File: src/design/pbd_pkg.sv
// Behaviour
// - Pull-downs on all gates when enable low or logic supply off.
// - Normal mode, no request, no fault: pull-downs released, hold current active.
// - Driver-disabling fault or fail safe mode engages pull-downs regardless of request.
// - Request set and all half-bridge modes 00 or 11: drivers powered down, pull-downs on.
// - Passive mode: power-down in normal mode, sleep with enable low, or supply off.
// - In passive mode only the four low-side switches stay controllable.
// - Config 00 keeps low sides off; config 01 turns them all on.
// - Config 10: low sides on above overvoltage threshold; brake pin pulled low.
// - Config 11: low sides on when brake input high and overvoltage; pin pulled low.
// - Without request, config applies only when enable low or logic supply off.
// - Supply below sleep threshold in sleep forces config 10, sticky after recovery.
package pbd_pkg;
    localparam int NUM_HB = 8;
    localparam int NUM_LS = 4;
    localparam int SYNC_W = 6;
    // Passive low-side configurations
    localparam logic [1:0] CFG_OFF = 2'h0;
    localparam logic [1:0] CFG_STATIC = 2'h1;
    localparam logic [1:0] CFG_OV = 2'h2;
    localparam logic [1:0] CFG_OV_COND = 2'h3;
    // Half-bridge modes that allow power-down
    localparam logic [1:0] HB_MODE_A = 2'h0;
    localparam logic [1:0] HB_MODE_B = 2'h3;
    // Sync input bit positions
    localparam int SI_EN = 0;
    localparam int SI_LOGIC_OFF = 1;
    localparam int SI_BRAKE = 2;
    localparam int SI_OV = 3;
    localparam int SI_SLEEP_UV = 4;
    localparam int SI_SLEEP = 5;
    localparam logic [SYNC_W-1:0] SYNC_RESET = 6'h00;
    localparam logic STICKY_RESET = 1'b0;
    typedef enum logic [1:0] {ST_ACTIVE, ST_PASSIVE, ST_POWERDOWN} pbd_state_t;
endpackage

File: src/design/pbd_sync_if.sv
`timescale 1ns/1ps
// Carries raw and synchronised input levels between top and synchroniser
interface pbd_sync_if;
    logic [pbd_pkg::SYNC_W-1:0] raw;
    logic [pbd_pkg::SYNC_W-1:0] synced;
    modport src (output raw, input synced);
    modport snk (input raw, output synced);
endinterface

File: src/design/pbd_sync.sv
`timescale 1ns/1ps
module pbd_sync (
    // Clock and reset
    input wire logic core_clk,
    input wire logic rst_b,
    // Levels
    pbd_sync_if.snk sy
);
    logic [pbd_pkg::SYNC_W-1:0] stage1_q;
    logic [pbd_pkg::SYNC_W-1:0] stage2_q;
    logic [pbd_pkg::SYNC_W-1:0] stage1_d;
    logic [pbd_pkg::SYNC_W-1:0] stage2_d;

    // Next values; first stage feeds only the second
    always_comb begin
        stage1_d = sy.raw;
        stage2_d = stage1_q;
    end

    // Two-stage register chain
    always_ff @(posedge core_clk or negedge rst_b) begin
        if (!rst_b) begin
            stage1_q <= pbd_pkg::SYNC_RESET;
            stage2_q <= pbd_pkg::SYNC_RESET;
        end else begin
            stage1_q <= stage1_d;
            stage2_q <= stage2_d;
        end
    end

    assign sy.synced = stage2_q;
endmodule

File: src/design/pbd_ctrl.sv
`timescale 1ns/1ps
module pbd_ctrl (
    // Clock and reset
    input wire logic core_clk,
    input wire logic rst_b,
    // Pins and supply monitors (asynchronous levels)
    input wire logic enableIn,
    input wire logic logicSupplyOff,
    input wire logic sleepMode,
    input wire logic supplyOverPassiveOv,
    input wire logic supplyBelowSleep,
    input wire logic brakeConditionInput,
    // Fault flags and mode
    input wire logic normalMode,
    input wire logic failSafeMode,
    input wire logic chargePumpUv,
    input wire logic supplyUv,
    input wire logic supplyOv,
    input wire logic thermalShutdown,
    // Configuration bits
    input wire logic passiveBridgeRequest,
    input wire logic [1:0] passiveLowSideConfig,
    input wire logic [2*pbd_pkg::NUM_HB-1:0] halfBridgeMode,
    // Gate control outputs
    output logic gatePulldownEn,
    output logic holdDischargeEn,
    output logic gateDriverPowerDown,
    output logic passiveMode,
    output logic [pbd_pkg::NUM_LS-1:0] lowSideOn,
    output logic stickyOverride,
    // Brake open-drain pin
    output logic brakePinOut,
    output logic brakePinOe_b
);
    // Raw and synchronised level bundle
    pbd_sync_if sy ();

    // Synchronised enable, high while the drivers may run
    logic sEn;
    // Synchronised logic supply below its off threshold
    logic sLogicOff;
    // Synchronised brake condition input
    logic sBrake;
    // Synchronised battery supply above the passive overvoltage level
    logic sOv;
    // Synchronised battery supply below the sleep threshold
    logic sSleepUv;
    // Synchronised sleep mode level
    logic sSleep;

    // Every half bridge in a mode that allows power-down
    logic allModesIdle;
    // Any fault that switches the gate drivers off
    logic driverFault;
    // Power-down condition in normal mode
    logic pdCond;
    // Enable low or logic supply off
    logic pinOffState;
    // Passive configuration applies to the low sides
    logic cfgEffective;
    // Configuration after the sticky override is applied
    logic [1:0] effCfg;

    // Bridge driver state
    pbd_pkg::pbd_state_t state_q;
    // Next bridge driver state
    pbd_pkg::pbd_state_t state_d;
    // Sticky low-supply override
    logic sticky_q;
    // Next sticky override
    logic sticky_d;

    // Gate pull-down resistors engaged
    logic pulldown_q;
    // Next pull-down state
    logic pulldown_d;
    // Hold discharge current active
    logic hold_q;
    // Next hold current state
    logic hold_d;
    // Low-side switch commands
    logic [pbd_pkg::NUM_LS-1:0] ls_q;
    // Next low-side switch commands
    logic [pbd_pkg::NUM_LS-1:0] ls_d;
    // Brake pin open drain pulling low
    logic brakeDrive_q;
    // Next brake pin drive
    logic brakeDrive_d;

    // True when the half-bridge mode allows power-down
    function automatic logic mode_idle(input logic [1:0] m);
        mode_idle = (m == pbd_pkg::HB_MODE_A) || (m == pbd_pkg::HB_MODE_B);
    endfunction

    // Gather the raw asynchronous levels
    assign sy.raw[pbd_pkg::SI_EN] = enableIn;
    assign sy.raw[pbd_pkg::SI_LOGIC_OFF] = logicSupplyOff;
    assign sy.raw[pbd_pkg::SI_BRAKE] = brakeConditionInput;
    assign sy.raw[pbd_pkg::SI_OV] = supplyOverPassiveOv;
    assign sy.raw[pbd_pkg::SI_SLEEP_UV] = supplyBelowSleep;
    assign sy.raw[pbd_pkg::SI_SLEEP] = sleepMode;

    pbd_sync u_sync (
        .core_clk(core_clk),
        .rst_b(rst_b),
        .sy(sy)
    );

    // Synchronised copies
    assign sEn = sy.synced[pbd_pkg::SI_EN];
    assign sLogicOff = sy.synced[pbd_pkg::SI_LOGIC_OFF];
    assign sBrake = sy.synced[pbd_pkg::SI_BRAKE];
    assign sOv = sy.synced[pbd_pkg::SI_OV];
    assign sSleepUv = sy.synced[pbd_pkg::SI_SLEEP_UV];
    assign sSleep = sy.synced[pbd_pkg::SI_SLEEP];

    // Power-down qualification over all half bridges
    always_comb begin
        allModesIdle = 1'b1;
        for (int i = 0; i < pbd_pkg::NUM_HB; i++) begin
            if (!mode_idle(halfBridgeMode[2*i +: 2])) begin
                allModesIdle = 1'b0;
            end
        end
    end

    // Condition terms
    // Faults and mode bits are used unsynchronised: they come from
    // registers of the same clock, so one edge of latency is enough
    always_comb begin
        driverFault = chargePumpUv | supplyUv | supplyOv | thermalShutdown;
        pinOffState = !sEn || sLogicOff;
        pdCond = normalMode && passiveBridgeRequest && allModesIdle;
        // Sleep qualifies passive only with enable low
        cfgEffective = pdCond || (sSleep && !sEn) || sLogicOff;
        // Without request the configuration needs the pin-off state
        if (!passiveBridgeRequest) begin
            cfgEffective = pinOffState;
        end
    end

    // Sticky low-supply override; only a reset clears it
    always_comb begin
        sticky_d = sticky_q;
        if ((sSleep || sLogicOff || !sEn) && sSleepUv) begin
            sticky_d = 1'b1;
        end
    end

    // Effective low-side configuration
    always_comb begin
        effCfg = passiveLowSideConfig;
        if (sticky_q && pinOffState) begin
            effCfg = pbd_pkg::CFG_OV;
        end
    end

    // Bridge state selection
    always_comb begin
        if (cfgEffective && pdCond) begin
            state_d = pbd_pkg::ST_POWERDOWN;
        end else if (cfgEffective) begin
            state_d = pbd_pkg::ST_PASSIVE;
        end else begin
            state_d = pbd_pkg::ST_ACTIVE;
        end
    end

    // Gate pull-down and hold current
    // Priority order: pins off, then faults, then power-down; the hold
    // current is only used when nothing asks for the resistors, and
    // both are never on together
    always_comb begin
        pulldown_d = 1'b0;
        hold_d = 1'b0;
        if (pinOffState) begin
            pulldown_d = 1'b1;
        end else if (driverFault || failSafeMode) begin
            pulldown_d = 1'b1;
        end else if (pdCond) begin
            pulldown_d = 1'b1;
        end else if (normalMode) begin
            // Resistors off, gates held low by the hold current
            hold_d = 1'b1;
        end else begin
            // Outside normal mode the safe choice is the resistors
            pulldown_d = 1'b1;
        end
    end

    // Low-side switch control in passive mode
    // Only the four low sides are ever commanded here; every other gate
    // stays on the pull-down path, so no high side can turn on
    always_comb begin
        ls_d = '0;
        brakeDrive_d = 1'b0;
        case (state_d)
            pbd_pkg::ST_PASSIVE, pbd_pkg::ST_POWERDOWN: begin
                // Other gates stay on the pull-down path
                case (effCfg)
                    pbd_pkg::CFG_OFF: begin
                        // Passive discharge only
                        ls_d = '0;
                    end
                    pbd_pkg::CFG_STATIC: begin
                        // Static brake, independent of the supply
                        ls_d = '1;
                    end
                    pbd_pkg::CFG_OV: begin
                        // Brake only while the supply is too high
                        ls_d = {pbd_pkg::NUM_LS{sOv}};
                        brakeDrive_d = 1'b1;
                    end
                    pbd_pkg::CFG_OV_COND: begin
                        // Overvoltage brake gated by the brake input
                        ls_d = {pbd_pkg::NUM_LS{sOv && sBrake}};
                        brakeDrive_d = 1'b1;
                    end
                    default: begin
                        ls_d = '0;
                    end
                endcase
            end
            default: begin
                ls_d = '0;
                brakeDrive_d = 1'b0;
            end
        endcase
    end

    // Register all control state
    // Reset lands in the safe passive state with pull-downs engaged,
    // so the gates are held off before any input is trusted
    always_ff @(posedge core_clk or negedge rst_b) begin
        if (!rst_b) begin
            state_q <= pbd_pkg::ST_PASSIVE;
            sticky_q <= pbd_pkg::STICKY_RESET;
            pulldown_q <= 1'b1;
            hold_q <= 1'b0;
            ls_q <= '0;
            brakeDrive_q <= 1'b0;
        end else begin
            state_q <= state_d;
            sticky_q <= sticky_d;
            pulldown_q <= pulldown_d;
            hold_q <= hold_d;
            ls_q <= ls_d;
            brakeDrive_q <= brakeDrive_d;
        end
    end

    // Gate control outputs, straight from flip-flops
    assign gatePulldownEn = pulldown_q;
    assign holdDischargeEn = hold_q;

    // State decodes; both passive states count as passive
    assign gateDriverPowerDown = (state_q == pbd_pkg::ST_POWERDOWN);
    assign passiveMode = (state_q != pbd_pkg::ST_ACTIVE);

    // Low-side commands and sticky flag
    assign lowSideOn = ls_q;
    assign stickyOverride = sticky_q;

    // Open drain only ever drives low; the board pull-up gives the high
    assign brakePinOut = 1'b0;
    assign brakePinOe_b = !brakeDrive_q;
endmodule

File: config.mk
export PLATFORM = sky130hd
export DESIGN_NAME = pbd_ctrl
export DESIGN_NICKNAME = d
export VERILOG_FILES = /design/src/design/pbd_pkg.sv /design/src/design/pbd_sync_if.sv /design/src/design/pbd_sync.sv /design/src/design/pbd_ctrl.sv
export SDC_FILE = /design/constraint.sdc
export NUM_CORES = 1
export LEC_CHECK = 0
export BUFFER_PORTS_ARGS = -buffer_cell sky130_fd_sc_hd__buf_2
export CAP_MARGIN = 5
export CELL_PAD_IN_SITES_DETAIL_PLACEMENT = 0
export CELL_PAD_IN_SITES_GLOBAL_PLACEMENT = 1
export CORE_MARGIN = 2
export CORE_UTILIZATION = 30
export CTS_CLUSTER_SIZE = 14
export DETAILED_ROUTE_END_ITERATION = 10
export PLACE_DENSITY_LB_ADDON = 0.1
export SETUP_SLACK_MARGIN = 0.4
export SLEW_MARGIN = 5
export SYNTH_ARGS = -nofsm -noshare
export SYNTH_HDL_FRONTEND = slang
export SYNTH_SLANG_ARGS = --single-unit
File: constraint.sdc
create_clock -name core_clk -period 1.19 [get_ports core_clk]
set_input_delay 0.1785 -clock core_clk [delete_from_list [all_inputs] [get_ports core_clk]]
set_output_delay 0.1785 -clock core_clk [all_outputs]
set_load 0.01 [all_outputs]
==> results of run 1 <==
-- critical path, stage by stage, from the launching register on --
cell     delay, ns
dfstp_2       0.54
or2_4         0.11
buf_6         0.09
-- power groups by stage --
stage,Sequential (uW),Clock (uW),Combinational (uW)
floorplan,701,0,79.8
global placement,699,0,156
detailed placement,701,0,157
CTS,689,333,191
global route,694,359,227
finish,689,315,205
-- stage by stage --
step,instance area (um^2),hold slack [ns],setup WS (ns),TNS (ns),std cells
6_report,1180,0.0970,-0.00512,-0.00512,142
5_1_grt,1180,0.105,-0.0404,-0.0571,142
4_1_cts,1140,0.0879,-0.0188,-0.0188,140
3_5_place_dp,978,0.124,-0.0284,-0.0397,127
3_3_place_gp,978,0.123,-0.00296,-0.00296,127
2_1_floorplan,761,-0.117,0.171,0,59
-- cell type report --
cell class,count,area (um^2)
fillers,218,1220
multi-input cells,33,270
clock buffers,3,22.5
clock inverters,1,7.51
repair buffers,53,358
flip-flops and latches,19,478
well taps,30,37.5
inverters,3,11.3
-- cell usage after synthesis --
cell       n
dfrtp_1   17
xor2_1     7
a21oi_1    4
buf_4      4
nand2b_1   4
inv_1      3
and3_1     2
dfstp_2    2
nand3_1    2
nor2_1     2
a22oi_2    1
a31oi_1    1
conb_1     1
nand3_2    1
nor2b_1    1
nor3_1     1
nor3b_1    1
nor4_1     1
nor4_2     1
o21ai_0    1
or2_2      1
xnor2_1    1
-- state kept, by name, summed over array words and instances (netlist names) --
signal	flops
lowSideOn	1
gatePulldownEn	1
brakeDrive_q	1
u_sync.sy.synced	6
holdDischargeEn	1
state_q	2
stickyOverride	1
u_sync.stage1_q	6
-- layer usage --
layer	vias up	global-route usage, %
met5	-	0
met2	25	18.9
met4	0	5.13
li1	294	-
met3	2	4.17
met1	270	9.07
-- worst paths after layout --
kind                                      from                  end  depth (start not counted)
setup / recovery                    state_q[0]          passiveMode                          2
hold / removal                        supplyUv       gatePulldownEn                          3
setup reg to reg           u_sync.sy.synced[0]         lowSideOn[2]                          4
hold reg to reg             u_sync.stage1_q[5]  u_sync.sy.synced[5]                          0
max in group asynchronous                rst_b           state_q[0]                          2
min in group asynchronous                rst_b  u_sync.sy.synced[2]                          2
-- what timing repair did --
| item | in CTS | in global routing |
|---|---|---|
| buffers inserted | 2 | 2 |
| resized for setup | 11 | 6 |
| hold buffers | 7 | 0 |
| endpoints found under the setup margin | 16 | 17 |
| gates cloned | 0 | 0 |
| hold endpoints to repair | 23 | 0 |
| pin swaps | 11 | 7 |
-- cells by family after synthesis --
logic type,count (synthesis),share of synthesized area (%)
DFF,19,64.1
and+or+nand+nor,17,14.6
xor gates and xnor gates,8,9.40
AOI/OAI and AO/OA,7,5.87
buffers and inverters,7,5.54
other,1,0.503
==> flow_summary.yaml, run 1 <==
logic_synthesis:
  synth_area_leaders: "dfrtp_1 (57%), xor2_1 (8.2%), dfstp_2 (7.0%)"
  netlist-cell-type-count: 22
  ys_warn_count: 0
  syn_area_per_cell_um2: 12.6
  syn-num-nets: 92
  synth_top_cell_area_share_pct: 57.0
  netlist.top_cell.by_area: "dfrtp_1"
  synthesis.area_um2: 746
  syn-instance-count: 59
  synth.yosys.seq_area_share_pct: 64.1
  synth.ff_latch_count: 19
floorplan:
  die_width_um: 53.9
  die_area_mm2: 0.00290
  fp.coreArea_mm2: 0.00241
  start_util_pct: 30.9
  number_of_top_level_design_ports: 44
  floorplan.die.height_um: 53.9
  core.rowCount: 18
cells_and_area:
  area_growth_pct: 58.9
  layout.nets: 146
  drive_above_1_share_pct: 58.9
  final_cell_mix: "buf_2 (35), dfrtp_1 (17), buf_6 (8), xor2_1 (7), dlygate4sd3_1 (7)"
  n_antenna_cell: 0
  utilization_pct: 49.2
  final_common_cell: "buf_2"
run_status:
  failed_checks: "setup timing"
  run_status: "complete, but fails checks"
pwr:
  power.switching_uw: 283
  power.density_mw_per_mm2: 1020
  fin_total_pwr_uw: 1210
  sequential_power_share_pct: 57.0
  share_clk_of_total_power_pct: 26.1
  internal_power_uw: 926
  combinational_group_share_of_total_power_pct: 16.9
  power.share.switching_pct: 23.4
  worst_ir_drop_vdd_mv: 1.00
  power.leakage_uw: 0.000578
cts:
  clock-sinks: 19
  path_clk_slew_ns: 0.09
  clk_root_buffer_cell: "clkbuf_4"
  cts-htree-levels: 1
  cts.path.max_buffers: 2
  numCtsBuffers: 3
  insertion_delay_ns: 0.29
  cts_tree: "yes"
sta:
  final.setup_skew_ns: 0.00926
  period_needed_ns: 1.20
  rsz_0062_raised_after_global_routing: "yes"
  final.setup.worst_slack_ns: -0.00512
  hold_viol: 0
  final_max_slew_viol_count: 0
  fmax_mhz: 837
  setup_viol: 1
  min_period_over_period_pct: 100
route:
  ant_nets: 0
  met2_wirelength_um: 705
  per_cell_routed_wire_length_um: 8.91
  drt-vias-per-instance: 4.16
  drtPass1Iterations: 2
  vias: 591
  post-route-drc-count: 0
  met3WireLength_um: 100
  highest-signal-layer: "met4"
  detail_route.wirelength_um: 1270
  initialDrtViolationCount: 2
  m1WireLength_um: 441
global_route:
  grt_max_degree: 20
  globalRoute.totalOverflow: 0
  initial_antenna_violation_count: 0
  track_usage_pct: 10.1
  grt_first_pass_wirelength_um: 2040
  first_global_vias: 565
critical_path:
  required_time_of_the_critical_path_ns: 1.01
  crit_path_start_kind: "flop"
  worstSetupPathType: "flop to primary output"
  worst_setup_path_end_kind: "primary output"
  worst-endpoint-arrival_ns: 1.02
  largest_fanout_on_the_critical_path: 2
  reg2reg_setup_slack_ns: 0.21
worst_hold_path:
  min_path_type: "input pin to flop"
place:
  globalplace.congestion: 0.730
  port_buffers: 42
job:
  count_of_maximum_capacitance_violations: 0
Note: power is estimated with default switching activity, not from simulation.
==> run 2, diff against run 1 <==
CORE_MARGIN = not set   (was 2)
TNS_END_PERCENT = 5   (was not set)
==> run 2 against run 1 <==
The flow still finishes with violations (setup timing). Critical endpoint unchanged. Clock power barely moved. Global-route usage rose by 3.3 points. Die area fell by 7.3%. Sequential power barely moved. Final area fell by 2.4%. Clock-buffer cell count did not move. Critical path type unchanged. Wire length rose by 8.2%. Hold slack improved by 0.017 ns. First-iteration DRC count rose to 4.0 times the previous value. Largest power group unchanged. Clock skew fell by 0.00092 ns. Via count rose by 4.1%.
==> flow_summary.yaml, run 2 (synthesis results as in run 1) <==
run_status:
  run_status: "complete, but fails checks"
  failed_checks: "setup timing"
cts:
  cts-htree-levels: 1
  clk_root_buffer_cell: "clkbuf_4"
  cts.path.max_buffers: 2
  numCtsBuffers: 3
  cts_tree: "yes"
  insertion_delay_ns: 0.29
  path_clk_slew_ns: 0.10
  clock-sinks: 19
cells_and_area:
  drive_above_1_share_pct: 58.3
  layout.nets: 142
  final_common_cell: "buf_2"
  area_growth_pct: 55.0
  register_area_um2: 479
  utilization_pct: 50.8
  n_fill_cell: 211
  final_cell_mix: "buf_2 (37), dfrtp_1 (16), dlygate4sd3_1 (7), xor2_1 (6), buf_6 (5)"
  n_antenna_cell: 0
  design_area_mm2: 0.00116
  total_area_of_multi_input_combinational_cells_um2: 289
sta:
  setup_total_negative_slack_ns: -0.00949
  final.setup.worst_slack_ns: -0.00949
  period_needed_ns: 1.20
  setup_viol: 1
  min_period_over_period_pct: 101
  worst_hold_slack_ns: 0.114
  final.setup_skew_ns: 0.00833
  rsz_0062_raised_after_global_routing: "yes"
  fmax_mhz: 834
  final_max_slew_viol_count: 0
  hold_viol: 0
job:
  count_of_maximum_capacitance_violations: 0
critical_path:
  worst_path_max_delay_cell: "dfstp_2"
  cpPeakStageDelay_ns: 0.54
  worst_setup_path_end_kind: "primary output"
  crit_path_cell_chain: "or2_4 > buf_6"
  worst-endpoint-arrival_ns: 1.02
  crit_path_start_kind: "flop"
  worstSetupPathType: "flop to primary output"
  required_time_of_the_critical_path_ns: 1.01
  largest_fanout_on_the_critical_path: 2
  reg2reg_setup_slack_ns: 0.14
global_route:
  grt_max_degree: 20
  grt_first_pass_wirelength_um: 2580
  first_global_vias: 625
  track_usage_pct: 13.4
  initial_antenna_violation_count: 0
  globalRoute.totalOverflow: 0
floorplan:
  core.rowCount: 17
  die_width_um: 51.9
  number_of_top_level_design_ports: 44
  die_area_mm2: 0.00269
  fp.coreArea_mm2: 0.00228
  floorplan.die.height_um: 51.9
  start_util_pct: 32.8
pwr:
  combinational_group_share_of_total_power_pct: 16.1
  power.leakage_uw: 0.000558
  power.share.switching_pct: 23.8
  sequential_power_share_pct: 57.5
  power.switching_uw: 286
  power.density_mw_per_mm2: 1040
  share_clk_of_total_power_pct: 26.3
  internal_power_uw: 914
  fin_total_pwr_uw: 1200
  worst_ir_drop_vdd_mv: 0.849
route:
  detail_route.wirelength_um: 1370
  post-route-drc-count: 0
  ant_nets: 0
  vias: 615
  drt-vias-per-instance: 4.52
  drtPass1Iterations: 4
  initialDrtViolationCount: 8
  per_cell_routed_wire_length_um: 10.1
place:
  globalplace.congestion: 0.662
  place_hpwl_um: 991
  port_buffers: 42
  place_area_um2: 961
worst_hold_path:
  min_path_type: "input pin to flop"
run 2: cell types whose count changed in the layout (fill, tap and decap cells not counted), moves of 2 or more:
cell | before | now
a21oi_2 | 4 | 2
buf_2 | 35 | 37
buf_4 | 3 | 0
buf_6 | 8 | 5
run 2: stage by stage:
stage | worst slack (ns) | instances
final | -0.00949 | 136
after global placement | -0.00504 | 125
after CTS | -0.0226 | 136
after global routing | -0.0548 | 136
after floorplan | 0.170 | 59
after detailed placement | -0.0475 | 125
run 2: worst paths after layout:
check                                    startpoint                  end  cells after the start
worst max-delay path                     state_q[0]          passiveMode                      2
worst min-delay path                       supplyUv       gatePulldownEn                      3
worst max register to register  u_sync.sy.synced[1]         lowSideOn[2]                      4
worst min register to register   u_sync.stage1_q[0]  u_sync.sy.synced[0]                      0
max in group asynchronous                     rst_b           state_q[0]                      2
min in group asynchronous                     rst_b  u_sync.sy.synced[2]                      2
run 2: routing by layer:
layer	routed length [um]	track usage, %
met5	0	0
met4	17	5.41
met3	92	4.39
met2	783	24.8
met1	476	13.6
run 2: area by class of cell:
cell class,instances,area share (%)
clock buffer,3,1.95
timing repair buffer,49,26.9
inverter,3,0.974
tap,28,3.03
multi-input combinational,33,25.0
sequential,19,41.5
clock inverter,1,0.649
run 2: power by group through the flow:
stage / clock network, uW / registers [uW] / logic, uW
after floorplan: 0 / 699 / 75.8
after global placement: 0 / 698 / 151
after detailed placement: 0 / 700 / 153
after CTS: 334 / 690 / 193
after global routing: 369 / 695 / 216
final: 316 / 690 / 194
run 2: worst max-delay path: cells and delay by family, from the launching register on:
kind,cells,cell delay [ns]
and+or+nand+nor,1,0.11
DFF,1,0.54
buffers and inverters,1,0.09
run 2: what timing repair did:
item	4_1_cts	5_1_grt
endpoints found under the hold margin	23	0
gates resized for setup	19	2
cloned	0	0
hold buffers	7	0
buffers inserted	0	0
endpoints found under the setup margin	17	17
pin swaps	12	13
==> run 3, diff against run 2 <==
--- a/config.mk
+++ b/config.mk
@@ -14,2 +14,3 @@
 export DETAILED_ROUTE_END_ITERATION = 10
+export GPL_TIMING_DRIVEN = 1
 export PLACE_DENSITY_LB_ADDON = 0.1
@@ -20,2 +21,2 @@
 export SYNTH_SLANG_ARGS = --single-unit
-export TNS_END_PERCENT = 5
+export TNS_END_PERCENT = 1
--- a/constraint.sdc
+++ b/constraint.sdc
@@ -3,2 +3,2 @@
 set_output_delay 0.1785 -clock core_clk [all_outputs]
-set_load 0.01 [all_outputs]
+set_load 0.05 [all_outputs]
==> run 3 against run 2 <==
The flow still finishes with violations (setup timing). Critical endpoint unchanged. First-iteration DRC count is 100% lower. Final area is 7.6% higher. Critical path type unchanged. Die area stayed put. Clock-buffer cell count stayed put. Worst setup slack worse by 0.059 ns. Critical path depth stayed put. Power is 9.4% higher. Maximum frequency is 4.7% lower. Combinational power is 54% higher.
==> flow_summary.yaml, run 3 (synthesis results as in run 1) <==
cells_and_area:
  instances_no_fill: 136
  design_area_mm2: 0.00124
  layout.nets: 142
  final_common_cell: "buf_2"
  n_fill_cell: 197
  n_antenna_cell: 0
  area_growth_pct: 66.8
  utilization_pct: 54.6
  final_cell_mix: "buf_2 (30), dfrtp_1 (15), buf_8 (8), dlygate4sd3_1 (7), xor2_1 (5)"
  drive_above_1_share_pct: 64.8
cts:
  clock-sinks: 19
  path_clk_slew_ns: 0.09
  insertion_delay_ns: 0.30
  cts-htree-levels: 1
  numCtsBuffers: 3
  cts.path.max_buffers: 2
  cts_tree: "yes"
  clk_root_buffer_cell: "clkbuf_4"
  postCtsSetupRepairBufs: 0
place:
  place_area_um2: 966
  numPlacedInstances: 125
  port_buffers: 42
  globalplace.congestion: 0.628
  place_hpwl_um: 972
route:
  vias: 582
  detail_route.wirelength_um: 1290
  met2_wirelength_um: 737
  m1WireLength_um: 476
  met3WireLength_um: 70
  post-route-drc-count: 0
  ant_nets: 0
  initialDrtViolationCount: 0
  per_cell_routed_wire_length_um: 9.49
  drtPass1Iterations: 1
  highest-signal-layer: "met4"
  drt-vias-per-instance: 4.28
sta:
  rsz_0062_raised_after_global_routing: "yes"
  final.setup_skew_ns: 0.0102
  fmax_mhz: 795
  min_period_over_period_pct: 106
  hold_viol: 0
  worst_hold_slack_ns: 0.107
  setup_viol: 2
  period_needed_ns: 1.26
  final.setup.worst_slack_ns: -0.0683
  final_max_slew_viol_count: 0
critical_path:
  crit_path_cell_chain: "or2_4 > buf_8"
  worst-endpoint-arrival_ns: 1.08
  critical_path_depth: 2
  r2r.worst_path.cells: 4
  largest_fanout_on_the_critical_path: 2
  worst_setup_path_end_kind: "primary output"
  cpPeakStageDelay_ns: 0.55
  worstSetupPathType: "flop to primary output"
  required_time_of_the_critical_path_ns: 1.01
  worst_path_max_delay_cell: "dfstp_2"
  crit_path_start_kind: "flop"
  crit_family: "flip-flops"
  crit_buf_inv: 1
global_route:
  initial_antenna_violation_count: 0
  globalRoute.totalOverflow: 0
  first_global_vias: 555
  grt_first_pass_wirelength_um: 2180
  grt_max_degree: 20
  track_usage_pct: 11.5
pwr:
  combinational_group_share_of_total_power_pct: 22.8
  power.share.switching_pct: 27.5
  worst_ir_drop_vdd_mv: 0.725
  power.density_mw_per_mm2: 1060
  power.switching_uw: 362
  sequential_power_share_pct: 53.2
  share_clk_of_total_power_pct: 24.0
  power.leakage_uw: 0.000578
  fin_total_pwr_uw: 1310
  internal_power_uw: 951
worst_hold_path:
  min_path_type: "input pin to flop"
  timing.hold.worst_path_depth: 3
floorplan:
  start_util_pct: 32.8
  number_of_top_level_design_ports: 44
  die_area_mm2: 0.00269
  core.rowCount: 17
  die_width_um: 51.9
  fp.coreArea_mm2: 0.00228
  floorplan.die.height_um: 51.9
run_status:
  failed_checks: "setup timing"
  run_status: "complete, but fails checks"
job:
  count_of_maximum_capacitance_violations: 0
run 3: power groups by stage:
stage,Sequential [uW],Combinational [uW],Clock [uW]
after CTS,695,282,335
after detailed placement,700,219,0
final,698,299,315
after global routing,702,320,354
after global placement,699,216,0
after floorplan,712,130,0
run 3: metal layers:
| layer | vias up | GRT usage [%] |
|---|---|---|
| met2 | 25 | 20.9 |
| met4 | 0 | 4.05 |
| li1 | 284 | - |
| met5 | - | 0 |
| met1 | 271 | 11.3 |
| met3 | 2 | 5.26 |
run 3: timing repair:
action                                 in CTS  in global routing
endpoints found under the hold margin      23                  0
setup endpoints to repair                  16                 17
hold buffers                                7                  0
resized for setup                          38                 12
pin swaps                                  11                 11
run 3: worst min-delay path: cells and delay by family:
kind / cells / cell delay [ns]
buffers and inverters: 1 / 0.09
and+or+nand+nor: 2 / 0.10
run 3: path summary, 6_finish.rpt:
path,slack [ns],endpoint,from
worst max-delay path,-0.07,passiveMode,state_q[0]
worst min-delay path,0.11,gatePulldownEn,supplyUv
worst max register to register,0.13,lowSideOn[2],u_sync.sy.synced[1]
worst min register to register,0.36,u_sync.sy.synced[5],u_sync.stage1_q[5]
max in group asynchronous,0.52,state_q[0],rst_b
min in group asynchronous,0.34,u_sync.sy.synced[4],rst_b
run 3: metrics by stage:
step,setup WS (ns),TNS [ns]
2_1_floorplan,0.170,0
3_3_place_gp,-0.000404,-0.000404
3_5_place_dp,-0.00939,-0.00939
4_1_cts,-0.0837,-0.107
5_1_grt,-0.105,-0.149
6_report,-0.0683,-0.0768
run 3: layout make-up:
| type | count | area, um^2 | share of cell area [%] |
|---|---|---|---|
| inverters | 3 | 11.3 | 0.905 |
| flip-flops and latches | 19 | 480 | 38.6 |
| repair buffers | 49 | 385 | 31.0 |
| multi-input cells | 33 | 302 | 24.2 |
| well taps | 28 | 35.0 | 2.82 |
| clock inverters | 1 | 7.51 | 0.604 |
| clock buffers | 3 | 22.5 | 1.81 |
